<file path="src/vaddr_seg_pkg.sv">
// shared types and constants for the segment and mode decoder
package vaddr_seg_pkg;
    localparam int unsigned VADDR_W = 32;
    localparam int unsigned PID_W = 6;
    localparam int unsigned SEG_HI_BIT = 31;
    localparam int unsigned SEG_MID_BIT = 30;
    localparam int unsigned SEG_LO_BIT = 29;
    localparam logic [31:0] DIRECT_MASK = 32'h1fffffff;
    localparam logic [31:0] FIXED_KMAP_BASE = 32'h00000000;
    localparam logic [31:0] FIXED_UMAP_OFFSET = 32'h40000000;
    localparam logic [31:0] BAD_VIRTUAL_ADDRESS_REG_RESET = 32'h00000000;
    // current level kernel, saved levels user: a restore after reset drops to user
    localparam logic [2:0] MODE_STACK_RESET = 3'h6;

    typedef enum logic [1:0] {
        user_segment,
        kernel_cached_direct_segment,
        kernel_uncached_direct_segment,
        kernel_mapped_segment
    } segment_t;

    typedef struct packed {
        logic valid;
        logic [31:0] vaddr;
    } access_req_t;

    typedef struct packed {
        logic valid;
        segment_t segment;
        logic mapped;
        logic cached;
        logic fixed;
        logic legal;
        logic [37:0] tlb_key;
        logic [31:0] paddr;
    } access_resp_t;
endpackage

</file>
<file path="src/vaddr_segment_mode_decoder.sv">
// privilege mode tracking and virtual address segment decoding
// Summary of operation
// [RL1] 4gB space splits into user-reachable low 2gB and kernel-only high 2gB.
// [RL2] Two modes, user and kernel; any exception forces kernel mode.
// [RL3] Kernel mode holds until restore-from-exception pops back the prior mode.
// [RL4] User mode sees only the single uniform 2gB user segment.
// [RL5] User-segment addresses are extended with a 6-bit process id before translation.
// [RL6] Kernel references to the user segment are treated like user references.
// [RL7] First 512mB kernel segment is cached, untranslated, mapped to physical low 0.5gB.
// [RL8] Second 512mB kernel segment is uncached, untranslated, same low 0.5gB.
// [RL9] Top 1gB kernel segment uses TLB cache bits, or fixed mapping fully cached.
// [RL10] Segment chosen from bit 31, then bits 30 and 29.
// [RL11] User reference to upper half raises address error and records address.
`timescale 1ns/1ps
module vaddr_segment_mode_decoder #(
    parameter bit HAS_TLB = 1'b1
) (
    input wire logic sys_clk_in,
    input wire logic rst_n_in,
    input wire logic exception_in,
    input wire logic restore_from_exception_instr_in,
    input wire logic [vaddr_seg_pkg::PID_W-1:0] pid_in,
    input wire vaddr_seg_pkg::access_req_t req_in,
    input wire logic tlb_cacheable_in,
    output vaddr_seg_pkg::access_resp_t resp_out,
    output logic kernel_mode_out,
    output logic addr_error_out,
    output logic [31:0] bad_virtual_address_reg_out
);
    // bit0 current, bit1 previous, bit2 old; 1 means user
    logic [2:0] mode_stack_reg;
    logic [2:0] mode_stack_next;
    logic kernel_mode_reg;
    vaddr_seg_pkg::access_resp_t resp_reg;
    vaddr_seg_pkg::access_resp_t resp_next;
    logic addr_error_reg;
    logic [31:0] bad_virtual_address_reg;
    logic user_now;
    logic illegal;

    assign user_now = mode_stack_reg[0];
    // user may only touch the low half; judged on the registered mode, so an exception in the same cycle does not mask it
    assign illegal = req_in.valid && user_now && req_in.vaddr[vaddr_seg_pkg::SEG_HI_BIT]; // RL1 RL4 RL11

    // exception wins when both strobes land in one cycle
    always_comb begin
        mode_stack_next = mode_stack_reg;
        if (exception_in) begin
            mode_stack_next = {mode_stack_reg[1:0], 1'b0}; // RL2
        end else if (restore_from_exception_instr_in) begin
            mode_stack_next = {mode_stack_reg[2], mode_stack_reg[2:1]}; // RL3
        end
    end

    always_ff @(posedge sys_clk_in) begin
        if (!rst_n_in) begin
            mode_stack_reg <= vaddr_seg_pkg::MODE_STACK_RESET;
        end else begin
            mode_stack_reg <= mode_stack_next;
        end
    end

    // mode pin loaded from the same next value, so it never lags the stack
    always_ff @(posedge sys_clk_in) begin
        if (!rst_n_in) begin
            kernel_mode_reg <= !vaddr_seg_pkg::MODE_STACK_RESET[0];
        end else begin
            kernel_mode_reg <= !mode_stack_next[0]; // RL2 RL3
        end
    end

    always_comb begin
        resp_next = '0;
        resp_next.valid = req_in.valid;
        resp_next.legal = !illegal;
        resp_next.paddr = req_in.vaddr;
        resp_next.tlb_key = {pid_in, req_in.vaddr};
        if (!req_in.vaddr[vaddr_seg_pkg::SEG_HI_BIT]) begin // RL10
            // same treatment in both modes
            resp_next.segment = vaddr_seg_pkg::user_segment; // RL6
            resp_next.mapped = HAS_TLB;
            resp_next.fixed = !HAS_TLB;
            resp_next.cached = HAS_TLB ? tlb_cacheable_in : 1'b1;
            resp_next.tlb_key = {pid_in, req_in.vaddr}; // RL5
            if (!HAS_TLB) begin
                resp_next.paddr = req_in.vaddr + vaddr_seg_pkg::FIXED_UMAP_OFFSET;
            end
        end else begin
            case (req_in.vaddr[vaddr_seg_pkg::SEG_MID_BIT:vaddr_seg_pkg::SEG_LO_BIT])
                2'h0: begin
                    resp_next.segment = vaddr_seg_pkg::kernel_cached_direct_segment;
                    resp_next.cached = 1'b1; // RL7
                    resp_next.fixed = 1'b1;
                    resp_next.paddr = vaddr_seg_pkg::FIXED_KMAP_BASE
                        | (req_in.vaddr & vaddr_seg_pkg::DIRECT_MASK); // RL7
                end
                2'h1: begin
                    resp_next.segment = vaddr_seg_pkg::kernel_uncached_direct_segment;
                    resp_next.cached = 1'b0; // RL8
                    resp_next.fixed = 1'b1;
                    resp_next.paddr = vaddr_seg_pkg::FIXED_KMAP_BASE
                        | (req_in.vaddr & vaddr_seg_pkg::DIRECT_MASK); // RL8
                end
                default: begin
                    resp_next.segment = vaddr_seg_pkg::kernel_mapped_segment;
                    resp_next.mapped = HAS_TLB; // RL9
                    resp_next.fixed = !HAS_TLB;
                    resp_next.cached = HAS_TLB ? tlb_cacheable_in : 1'b1; // RL9
                end
            endcase
        end
    end

    always_ff @(posedge sys_clk_in) begin
        if (!rst_n_in) begin
            resp_reg <= '0;
        end else begin
            resp_reg <= resp_next;
        end
    end

    always_ff @(posedge sys_clk_in) begin
        if (!rst_n_in) begin
            addr_error_reg <= 1'b0;
            bad_virtual_address_reg <= vaddr_seg_pkg::BAD_VIRTUAL_ADDRESS_REG_RESET;
        end else begin
            addr_error_reg <= illegal; // RL11
            if (illegal) begin
                bad_virtual_address_reg <= req_in.vaddr; // RL11
            end
        end
    end

    assign resp_out = resp_reg;
    assign kernel_mode_out = kernel_mode_reg;
    assign addr_error_out = addr_error_reg;
    assign bad_virtual_address_reg_out = bad_virtual_address_reg;

    a_exc_kernel: assert property (@(posedge sys_clk_in) disable iff (!rst_n_in)
        exception_in |=> kernel_mode_out) else $error("exception did not enter kernel"); // RL2
    a_kernel_holds: assert property (@(posedge sys_clk_in) disable iff (!rst_n_in)
        (kernel_mode_out && !restore_from_exception_instr_in) |=> kernel_mode_out)
        else $error("kernel mode left without restore"); // RL3
    a_restore_prior: assert property (@(posedge sys_clk_in) disable iff (!rst_n_in)
        (restore_from_exception_instr_in && !exception_in)
        |=> mode_stack_reg[0] == $past(mode_stack_reg[1])) else $error("restore bad mode"); // RL3
    a_user_illegal: assert property (@(posedge sys_clk_in) disable iff (!rst_n_in)
        (req_in.valid && !kernel_mode_out && req_in.vaddr[31])
        |=> addr_error_out && bad_virtual_address_reg_out == $past(req_in.vaddr))
        else $error("user upper-half access not flagged"); // RL11
    a_kernel_legal: assert property (@(posedge sys_clk_in) disable iff (!rst_n_in)
        (req_in.valid && kernel_mode_out) |=> resp_out.legal) else $error("kernel access refused"); // RL1
    a_kseg_cached: assert property (@(posedge sys_clk_in) disable iff (!rst_n_in)
        (req_in.vaddr[31:29] == 3'h4) |=> resp_out.cached && !resp_out.mapped
        && resp_out.paddr[31:29] == 3'h0) else $error("cached direct segment wrong"); // RL7
    a_kseg_uncached: assert property (@(posedge sys_clk_in) disable iff (!rst_n_in)
        (req_in.vaddr[31:29] == 3'h5) |=> !resp_out.cached && !resp_out.mapped
        && resp_out.paddr[31:29] == 3'h0) else $error("uncached direct segment wrong"); // RL8
    a_kseg_mapped: assert property (@(posedge sys_clk_in) disable iff (!rst_n_in)
        (req_in.vaddr[31:30] == 2'h3) |=> resp_out.segment
        == vaddr_seg_pkg::kernel_mapped_segment && resp_out.mapped == HAS_TLB)
        else $error("mapped segment wrong"); // RL9
    a_user_pid: assert property (@(posedge sys_clk_in) disable iff (!rst_n_in)
        (!req_in.vaddr[31]) |=> resp_out.tlb_key == $past({pid_in, req_in.vaddr})
        && resp_out.segment == vaddr_seg_pkg::user_segment) else $error("pid key wrong"); // RL5

    // mode checks
    a_mode_matches_stack: assert property (@(posedge sys_clk_in) disable iff (!rst_n_in)
        kernel_mode_out == !mode_stack_reg[0]) else $error("mode pin off stack"); // RL2

    a_restore_to_user: assert property (@(posedge sys_clk_in) disable iff (!rst_n_in)
        (restore_from_exception_instr_in && !exception_in && mode_stack_reg[1])
        |=> !kernel_mode_out) else $error("restore did not return to user"); // RL3

    a_exc_push_stack: assert property (@(posedge sys_clk_in) disable iff (!rst_n_in)
        exception_in |=> mode_stack_reg[2:1] == $past(mode_stack_reg[1:0]))
        else $error("exception did not save mode"); // RL2

    // legality and error capture
    a_user_low_legal: assert property (@(posedge sys_clk_in) disable iff (!rst_n_in)
        (req_in.valid && !kernel_mode_out && !req_in.vaddr[31])
        |=> resp_out.legal && !addr_error_out) else $error("user low access refused"); // RL4

    a_user_high_refused: assert property (@(posedge sys_clk_in) disable iff (!rst_n_in)
        (req_in.valid && !kernel_mode_out && req_in.vaddr[31])
        |=> !resp_out.legal) else $error("user upper access allowed"); // RL1

    a_no_false_error: assert property (@(posedge sys_clk_in) disable iff (!rst_n_in)
        !(req_in.valid && !kernel_mode_out && req_in.vaddr[31])
        |=> !addr_error_out) else $error("address error without cause"); // RL11

    a_bad_addr_holds: assert property (@(posedge sys_clk_in) disable iff (!rst_n_in)
        !(req_in.valid && !kernel_mode_out && req_in.vaddr[31])
        |=> $stable(bad_virtual_address_reg_out)) else $error("bad address moved"); // RL11

    a_error_not_legal: assert property (@(posedge sys_clk_in) disable iff (!rst_n_in)
        addr_error_out |-> !resp_out.legal) else $error("error on legal access"); // RL11

    // segment decode
    a_user_seg_same: assert property (@(posedge sys_clk_in) disable iff (!rst_n_in)
        (!req_in.vaddr[31]) |=> resp_out.mapped == HAS_TLB && resp_out.fixed != HAS_TLB)
        else $error("user segment treatment differs"); // RL6

    a_user_seg_cache: assert property (@(posedge sys_clk_in) disable iff (!rst_n_in)
        (!req_in.vaddr[31]) |=> resp_out.cached == (HAS_TLB ? $past(tlb_cacheable_in) : 1'b1))
        else $error("user segment cache wrong"); // RL6

    a_direct_fixed: assert property (@(posedge sys_clk_in) disable iff (!rst_n_in)
        (req_in.vaddr[31:30] == 2'h2) |=> resp_out.fixed && !resp_out.mapped)
        else $error("direct segment translated"); // RL10

    a_direct_paddr: assert property (@(posedge sys_clk_in) disable iff (!rst_n_in)
        (req_in.vaddr[31:30] == 2'h2)
        |=> resp_out.paddr == ($past(req_in.vaddr) & vaddr_seg_pkg::DIRECT_MASK))
        else $error("direct segment address wrong"); // RL7

    a_kmap_cache: assert property (@(posedge sys_clk_in) disable iff (!rst_n_in)
        (req_in.vaddr[31:30] == 2'h3)
        |=> resp_out.cached == (HAS_TLB ? $past(tlb_cacheable_in) : 1'b1))
        else $error("mapped segment cache wrong"); // RL9

    a_valid_echo: assert property (@(posedge sys_clk_in) disable iff (!rst_n_in)
        1'b1 |=> resp_out.valid == $past(req_in.valid)) else $error("valid not echoed"); // RL10
endmodule

</file>
<file path="config.mk">
export PLATFORM = sky130hd
export DESIGN_NAME = vaddr_segment_mode_decoder
export DESIGN_NICKNAME = d
export VERILOG_FILES = /design/src/vaddr_seg_pkg.sv /design/src/vaddr_segment_mode_decoder.sv
export SDC_FILE = /design/constraint.sdc
export NUM_CORES = 1
export LEC_CHECK = 0
export ABC_AREA = 1
export ABC_CLOCK_PERIOD_IN_PS = 1600
export BUFFER_PORTS_ARGS = -buffer_cell sky130_fd_sc_hd__buf_4
export CAP_MARGIN = 20
export CORE_MARGIN = 2
export CORE_UTILIZATION = 45
export CTS_CLUSTER_DIAMETER = 200
export DETAILED_ROUTE_END_ITERATION = 7
export HOLD_SLACK_MARGIN = 0.02
export PLACE_DENSITY = 0.82
export SYNTH_ARGS = -nofsm -noshare
export SYNTH_HDL_FRONTEND = slang
export SYNTH_SLANG_ARGS = --single-unit
</file>
<file path="constraint.sdc">
create_clock -name sys_clk_in -period 1.6 [get_ports sys_clk_in]
set_input_delay 0.16 -clock sys_clk_in [delete_from_list [all_inputs] [get_ports sys_clk_in]]
set_output_delay 0.16 -clock sys_clk_in [all_outputs]
set_load 0.02 [all_outputs]
</file>
==> results of run 1 <==
==> power by group through the flow <==
stage	clock network, uW	logic, uW	registers [uW]
after floorplan	0	228	2380
after global placement	0	551	2280
after detailed placement	0	560	2290
after CTS	1550	614	2240
after global routing	1650	659	2250
final	1500	614	2240
==> worst max-delay path, stage by stage <==
cell and delay [ns]:
sky130_fd_sc_hd__dlygate4sd3_1 0.53, sky130_fd_sc_hd__buf_4 0.12, sky130_fd_sc_hd__nand2_2 0.08, sky130_fd_sc_hd__nor2_8 0.37, sky130_fd_sc_hd__nand2_1 0.12, sky130_fd_sc_hd__nand2_1 0.09
==> cell type report <==
cell class,count,area (um2),area share (%)
tap,77,96.3,2.21
inverter,48,180,4.14
clock inverter,4,47.5,1.09
timing repair buffer,186,1480,33.9
clock buffer,11,151,3.48
sequential,85,1700,39.1
multi-input combinational,162,702,16.1
==> per-layer routing <==
metal | vias up | part of all wire (%)
li1 | 1279 | -
met1 | 1153 | 37
met2 | 103 | 52
met3 | 15 | 8.6
met4 | 0 | 2.2
met5 | - | 0
==> cell families after synthesis <==
family / after synthesis / share of synthesized area (%)
and+or+nand+nor: 157 / 23.2
DFF: 85 / 58.3
AOI/OAI and AO/OA: 5 / 0.857
buffers and inverters: 92 / 17.6
==> cells in the mapped netlist <==
library cell              number  area share (%)
sky130_fd_sc_hd__nand2_1     103              13
sky130_fd_sc_hd__dfxtp_1      85              58
sky130_fd_sc_hd__inv_1        46             5.9
sky130_fd_sc_hd__nand3_1      37             6.3
sky130_fd_sc_hd__buf_4        34             8.7
sky130_fd_sc_hd__nand2_2       7             1.5
sky130_fd_sc_hd__nor2_1        7            0.90
sky130_fd_sc_hd__buf_2         6             1.0
sky130_fd_sc_hd__a21oi_1       3            0.51
sky130_fd_sc_hd__buf_6         3             1.2
sky130_fd_sc_hd__inv_2         2            0.26
sky130_fd_sc_hd__o21ai_0       2            0.34
sky130_fd_sc_hd__buf_8         1            0.51
sky130_fd_sc_hd__nand3_2       1            0.34
sky130_fd_sc_hd__nor2_8        1            0.69
sky130_fd_sc_hd__nor3_1        1            0.17
==> per-stage QoR <==
stage	area [um2]	hold WS, ns	cells	utilization [%]	power (uW)
floorplan	2920	0.232	339	-	2610
global placement	3890	0.337	531	61.6	2830
detailed placement	3890	0.340	531	61.6	2850
CTS	4360	0.0219	573	69.0	4400
global route	4360	0.0214	573	69.0	4550
finish	4360	0.0388	573	69.0	4350
==> worst max-delay path by stage <==
stage	startpoint	to	slack, ns
detailed placement	mode_stack_reg[0]	bad_virtual_address_reg_out[11]	0.46
floorplan	mode_stack_reg[0]	bad_virtual_address_reg_out[10]	0.70
CTS	req_in[32]	bad_virtual_address_reg_out[11]	0.39
global placement	mode_stack_reg[0]	bad_virtual_address_reg_out[29]	0.52
global route	req_in[32]	bad_virtual_address_reg_out[3]	0.30
finish	req_in[32]	bad_virtual_address_reg_out[11]	0.40
==> timing repair <==
item,4_1_cts,5_1_grt
setup buffers,0,0
hold buffers,27,0
hold endpoints to repair,27,0
==> metrics.md, run 1 <==
| Metric | Value |
|---|---|
| Ys Warns | `0` |
| I/O pin cnt | `155` |
| Initial core utilization | `46.2%` |
| 1st-iter DRT viols | `67` |
| CP Max Fanout | `31` |
| Critical R2R Capture | `bad_virtual_address_reg_out[11]` |
| Critical Path Sink Type | `flop` |
| Clock share of power | `34.5%` |
| Post-route DRC | `0` |
| Global routing usage on met2 | `36.9%` |
| Seq pwr share | `51.4%` |
| Relative area change from synthesis to final layout | `49.3%` |
| Routability congestion estimate from global placement | `0.736` |
| Maximum clock insertion buffer count | `2` |
| Most frequent cells in the layout | `sky130_fd_sc_hd__buf_4 (158), sky130_fd_sc_hd__nand2_1 (103), sky130_fd_sc_hd__dfxtp_1 (85)` |
| GR Util met3 | `6.98%` |
| Total of flip-flops plus latches after synthesis | `85` |
| Syn Std Cell Area | `0.00292 mm2` |
| Number of buffers inserted during clock tree synthesis | `9` |
| Slack of the worst reg-to-reg path | `0.46 ns` |
| Mean cell area of the mapped netlist | `8.61 um2` |
| Post-Syn Nets | `383` |
| Switching Share | `24.6%` |
| Final worst-path cycle share | `75.1%` |
| Power share of the combinational group | `14.1%` |
| Setup Skew | `0.00640 ns` |
| Crit path setup slack, layout | `0.398 ns` |
| Result of the run | `complete, no violations` |
| Number of antenna violations at the first check in global routing | `0` |
| Routed wire length per instance | `12.2 um` |
| Flip-flop count of the largest register after layout | `48` |
| Die Y-Extent | `84.5 um` |
| # resized after CTS | `0` |
| Sequential area share after synthesis | `58.3%` |
| Core footprint | `0.00631 mm2` |
| Leakage component of the power | `0.00250 uW` |
| Horizontal die dimension | `84.5 um` |
| Met1 track demand over resource in global routing | `21.0%` |
| Unrepaired setup endpoints after global routing | `false` |
| Vias per inst | `4.45` |
| Detailed-route via count | `2550` |
| Via count of the first global-routing pass | `2517` |
| Drt first pass iters | `4` |
| First-pass GRT wire length | `11.5 mm` |
| Ant diodes | `0` |
| Filler cell count | `498` |
| Routing layer with the top usage in global route | `met2` |
| Die area | `0.00714 mm2` |
| Start-to-end type of the worst setup path | `in -> reg` |
| Number of core rows | `29` |
| Maximum number of pins on one net before global-route repair | `32` |
| Total of buffers placed on input and output ports | `154` |
| TritonCTS clock tree | `built` |
| Max Freq | `832 MHz` |
| Setup-failing EPs final | `0` |
| FF-to-FF path depth | `4` |
| RR Startpoint | `mode_stack_reg[0]` |
| Number of H-tree levels | `3` |
| Max-Slew Margin vs Limit | `69.2%` |
| Remaining global-route overflow | `0` |
| Post-Place Worst Slack | `0.458 ns` |
| CTS Root Buffer Type | `sky130_fd_sc_hd__clkbuf_8` |
| Final net count | `536` |
| Type of element launching the critical path | `primary input` |
| Slew at the pin closest to its max-slew limit | `0.462 ns` |
| Endpoint of the worst hold-timing path | `resp_out[56]` |
| Final Slew Violations | `0` |
| Unique masters post-synth | `16` |
| Number of nets with antenna violations after routing | `0` |
| Critical path required time | `1.89 ns` |
| Startpoint of the tightest hold check path | `req_in[24]` |
| Gate count after technology mapping | `339` |
| Final worst path period need | `1.20 ns` |
| Overall track demand over capacity in global routing | `20.2%` |
| Register clock-pin slew on the reported worst setup and hold paths | `0.08 ns` |
| Net load switching power | `1070 uW` |
| Arrival @ worst endpoint | `1.49 ns` |
| Clk_lat worst skew | `0.33 ns` |
| Post-route setup TNS | `0 ns` |
| Worst min path class | `in -> reg` |
| Internal power contribution | `3280 uW` |
| Hold Fails Final Rpt | `0` |
| Max capacitance violation total | `0` |
| Power Density | `999 mW/mm2` |
| Routed wire length | `6.99 mm` |
| Final HPWL DP | `4.81 mm` |
| Clock net sink count | `85` |
| Worst VDD drop | `0.000688 V` |
| Most common library cell in the layout ignoring fill and taps | `sky130_fd_sc_hd__buf_4` |
| Cell depth of the worst hold path | `3` |
| Proportion of layout cells with a drive suffix above 1 | `37.3%` |
(Power assumes the default switching activity.)
==> inputs of run 2 (changes only) <==
Settings changed: ABC_CLOCK_PERIOD_IN_PS 1600 to 1200, CORE_UTILIZATION 45 to 44, PLACE_DENSITY 0.82 to 0.81.
Clock period 1.6 ns to 1.2 ns, I/O delays scaled along.
==> metrics.md, run 2 (same netlist as run 1, synthesis figures left out) <==
| Metric | Value |
|---|---|
| Worst min path class | `in -> reg` |
| Register clock-pin slew on the reported worst setup and hold paths | `0.07 ns` |
| Final Slew Violations | `0` |
| Final net count | `547` |
| 1st-iter DRT viols | `66` |
| CTS Root Buffer Type | `sky130_fd_sc_hd__clkbuf_8` |
| Number of core rows | `29` |
| Flip-flop count of the largest register after layout | `48` |
| Via count of the first global-routing pass | `2597` |
| Die Y-Extent | `85.4 um` |
| Setup Skew | `0.00657 ns` |
| Remaining global-route overflow | `0` |
| CP Max Fanout | `20` |
| Die area | `0.00730 mm2` |
| Worst path cell trace | `dlygate4sd3_1 -> buf_4 -> nand3_2 -> buf_4 -> nand3_1 -> nand2_1` |
| Number of H-tree levels | `3` |
| Core utilization of the finished layout | `70.4%` |
| I/O pin cnt | `155` |
| Core footprint | `0.00639 mm2` |
| Vias per inst | `4.47` |
| Routability congestion estimate from global placement | `0.743` |
| Family with the most delay on the worst path | `buffers and inverters` |
| Post-route DRC | `0` |
| Arrival @ worst endpoint | `1.33 ns` |
| Total of buffers placed on input and output ports | `154` |
| Count of buffer and inverter cells on the critical path | `3` |
| Number of setup buffers added after CTS | `0` |
| Critical Path Sink Type | `flop` |
| Max Freq | `946 MHz` |
| Ant diodes | `0` |
| Unrepaired setup endpoints after global routing | `false` |
| Routed wire length | `7.35 mm` |
| Post-Place Worst Slack | `0.186 ns` |
| First-pass GRT wire length | `11.7 mm` |
| Overall track demand over capacity in global routing | `20.1%` |
| Horizontal die dimension | `85.4 um` |
| Post-route setup TNS | `0 ns` |
| Proportion of layout cells with a drive suffix above 1 | `36.4%` |
| Initial core utilization | `45.7%` |
| Number of buffers inserted during clock tree synthesis | `9` |
| Relative area change from synthesis to final layout | `54.1%` |
| # resized after CTS | `0` |
| Final worst-path cycle share | `88.1%` |
| Crit path setup slack, layout | `0.143 ns` |
| Cell occurring most often along the worst timing path | `sky130_fd_sc_hd__buf_4` |
| Filler cell count | `490` |
| FF-to-FF path depth | `5` |
| Storage cell area | `0.00170 mm2` |
| Most frequent cells in the layout | `sky130_fd_sc_hd__buf_4 (157), sky130_fd_sc_hd__nand2_1 (103), sky130_fd_sc_hd__dfxtp_1 (85)` |
| Max capacitance violation total | `0` |
| Type of element launching the critical path | `primary input` |
| Final HPWL DP | `5.00 mm` |
| Routed wire length per instance | `12.6 um` |
| Most common library cell in the layout ignoring fill and taps | `sky130_fd_sc_hd__buf_4` |
| Maximum number of pins on one net before global-route repair | `40` |
| Maximum clock insertion buffer count | `2` |
| Detailed-route via count | `2616` |
| Hold Fails Final Rpt | `0` |
| Cell depth of the worst hold path | `3` |
| Number of antenna violations at the first check in global routing | `0` |
| Final worst path period need | `1.06 ns` |
| Clock net sink count | `85` |
| Stages on worst setup path | `6` |
| TritonCTS clock tree | `built` |
| Result of the run | `complete, no violations` |
| Power Density | `1320 mW/mm2` |
| Drt first pass iters | `4` |
| Cell at the slowest stage of the critical path | `sky130_fd_sc_hd__dlygate4sd3_1` |
| Area of the multi-input gates | `702 um2` |
| Max-Slew Margin vs Limit | `85.4%` |
| Setup-failing EPs final | `0` |
| Start-to-end type of the worst setup path | `in -> reg` |
| Critical path required time | `1.47 ns` |
| Slew at the pin closest to its max-slew limit | `0.219 ns` |
| Worst VDD drop | `0.00115 V` |
| Overall Power | `5920 uW` |
| Number of nets with antenna violations after routing | `0` |
| Highest cell delay on the worst timing path | `0.54 ns` |
| Clk_lat worst skew | `0.33 ns` |
| Leakage component of the power | `0.00256 uW` |
run 2: metrics by stage:
step | hold slack (ns) | instances | instance area, um2
finish | 0.0296 | 585 | 4500
global route | 0.0263 | 585 | 4500
CTS | 0.0201 | 585 | 4500
detailed placement | 0.303 | 532 | 3920
global placement | 0.297 | 532 | 3920
floorplan | 0.192 | 339 | 2920
run 2: worst paths after layout:
kind                                                 startpoint                              end  slack [ns]
worst max-delay path                                 req_in[32]   bad_virtual_address_reg_out[3]        0.14
worst min register to register  bad_virtual_address_reg_out[31]  bad_virtual_address_reg_out[31]        0.47
worst max register to register                mode_stack_reg[0]  bad_virtual_address_reg_out[24]        0.20
worst min-delay path                           tlb_cacheable_in                     resp_out[72]        0.03
run 2: cell type report:
type | instances | share of cell area, %
sequential | 85 | 37.9
timing repair buffer | 197 | 35.8
multi-input combinational | 162 | 15.6
inverter | 48 | 4.01
clock buffer | 11 | 2.92
tap | 77 | 2.14
clock inverter | 5 | 1.67
run 2: timing repair:
item                                   CTS  global route
setup endpoints to repair                0             0
hold buffers                            37             0
endpoints found under the hold margin   39             0
run 2: power breakdown:
group	switching [uW]	internal, uW
logic	441	413
clock network	922	1160
registers	53.4	2930
run 2: routing by layer:
layer / part of all wire (%) / track usage (%)
met1: 38 / 20.8
met4: 2.6 / 8.23
met5: 0 / 0
met2: 53 / 37.4
met3: 7.2 / 6.13
run 2: worst register-to-register path, cell delays in order, from the launching register on:
cell                      delay, ns
sky130_fd_sc_hd__dfxtp_1       0.40
sky130_fd_sc_hd__inv_2         0.09
sky130_fd_sc_hd__nor2_8        0.12
sky130_fd_sc_hd__buf_4         0.20
sky130_fd_sc_hd__nand2_1       0.07
sky130_fd_sc_hd__nand2_1       0.08
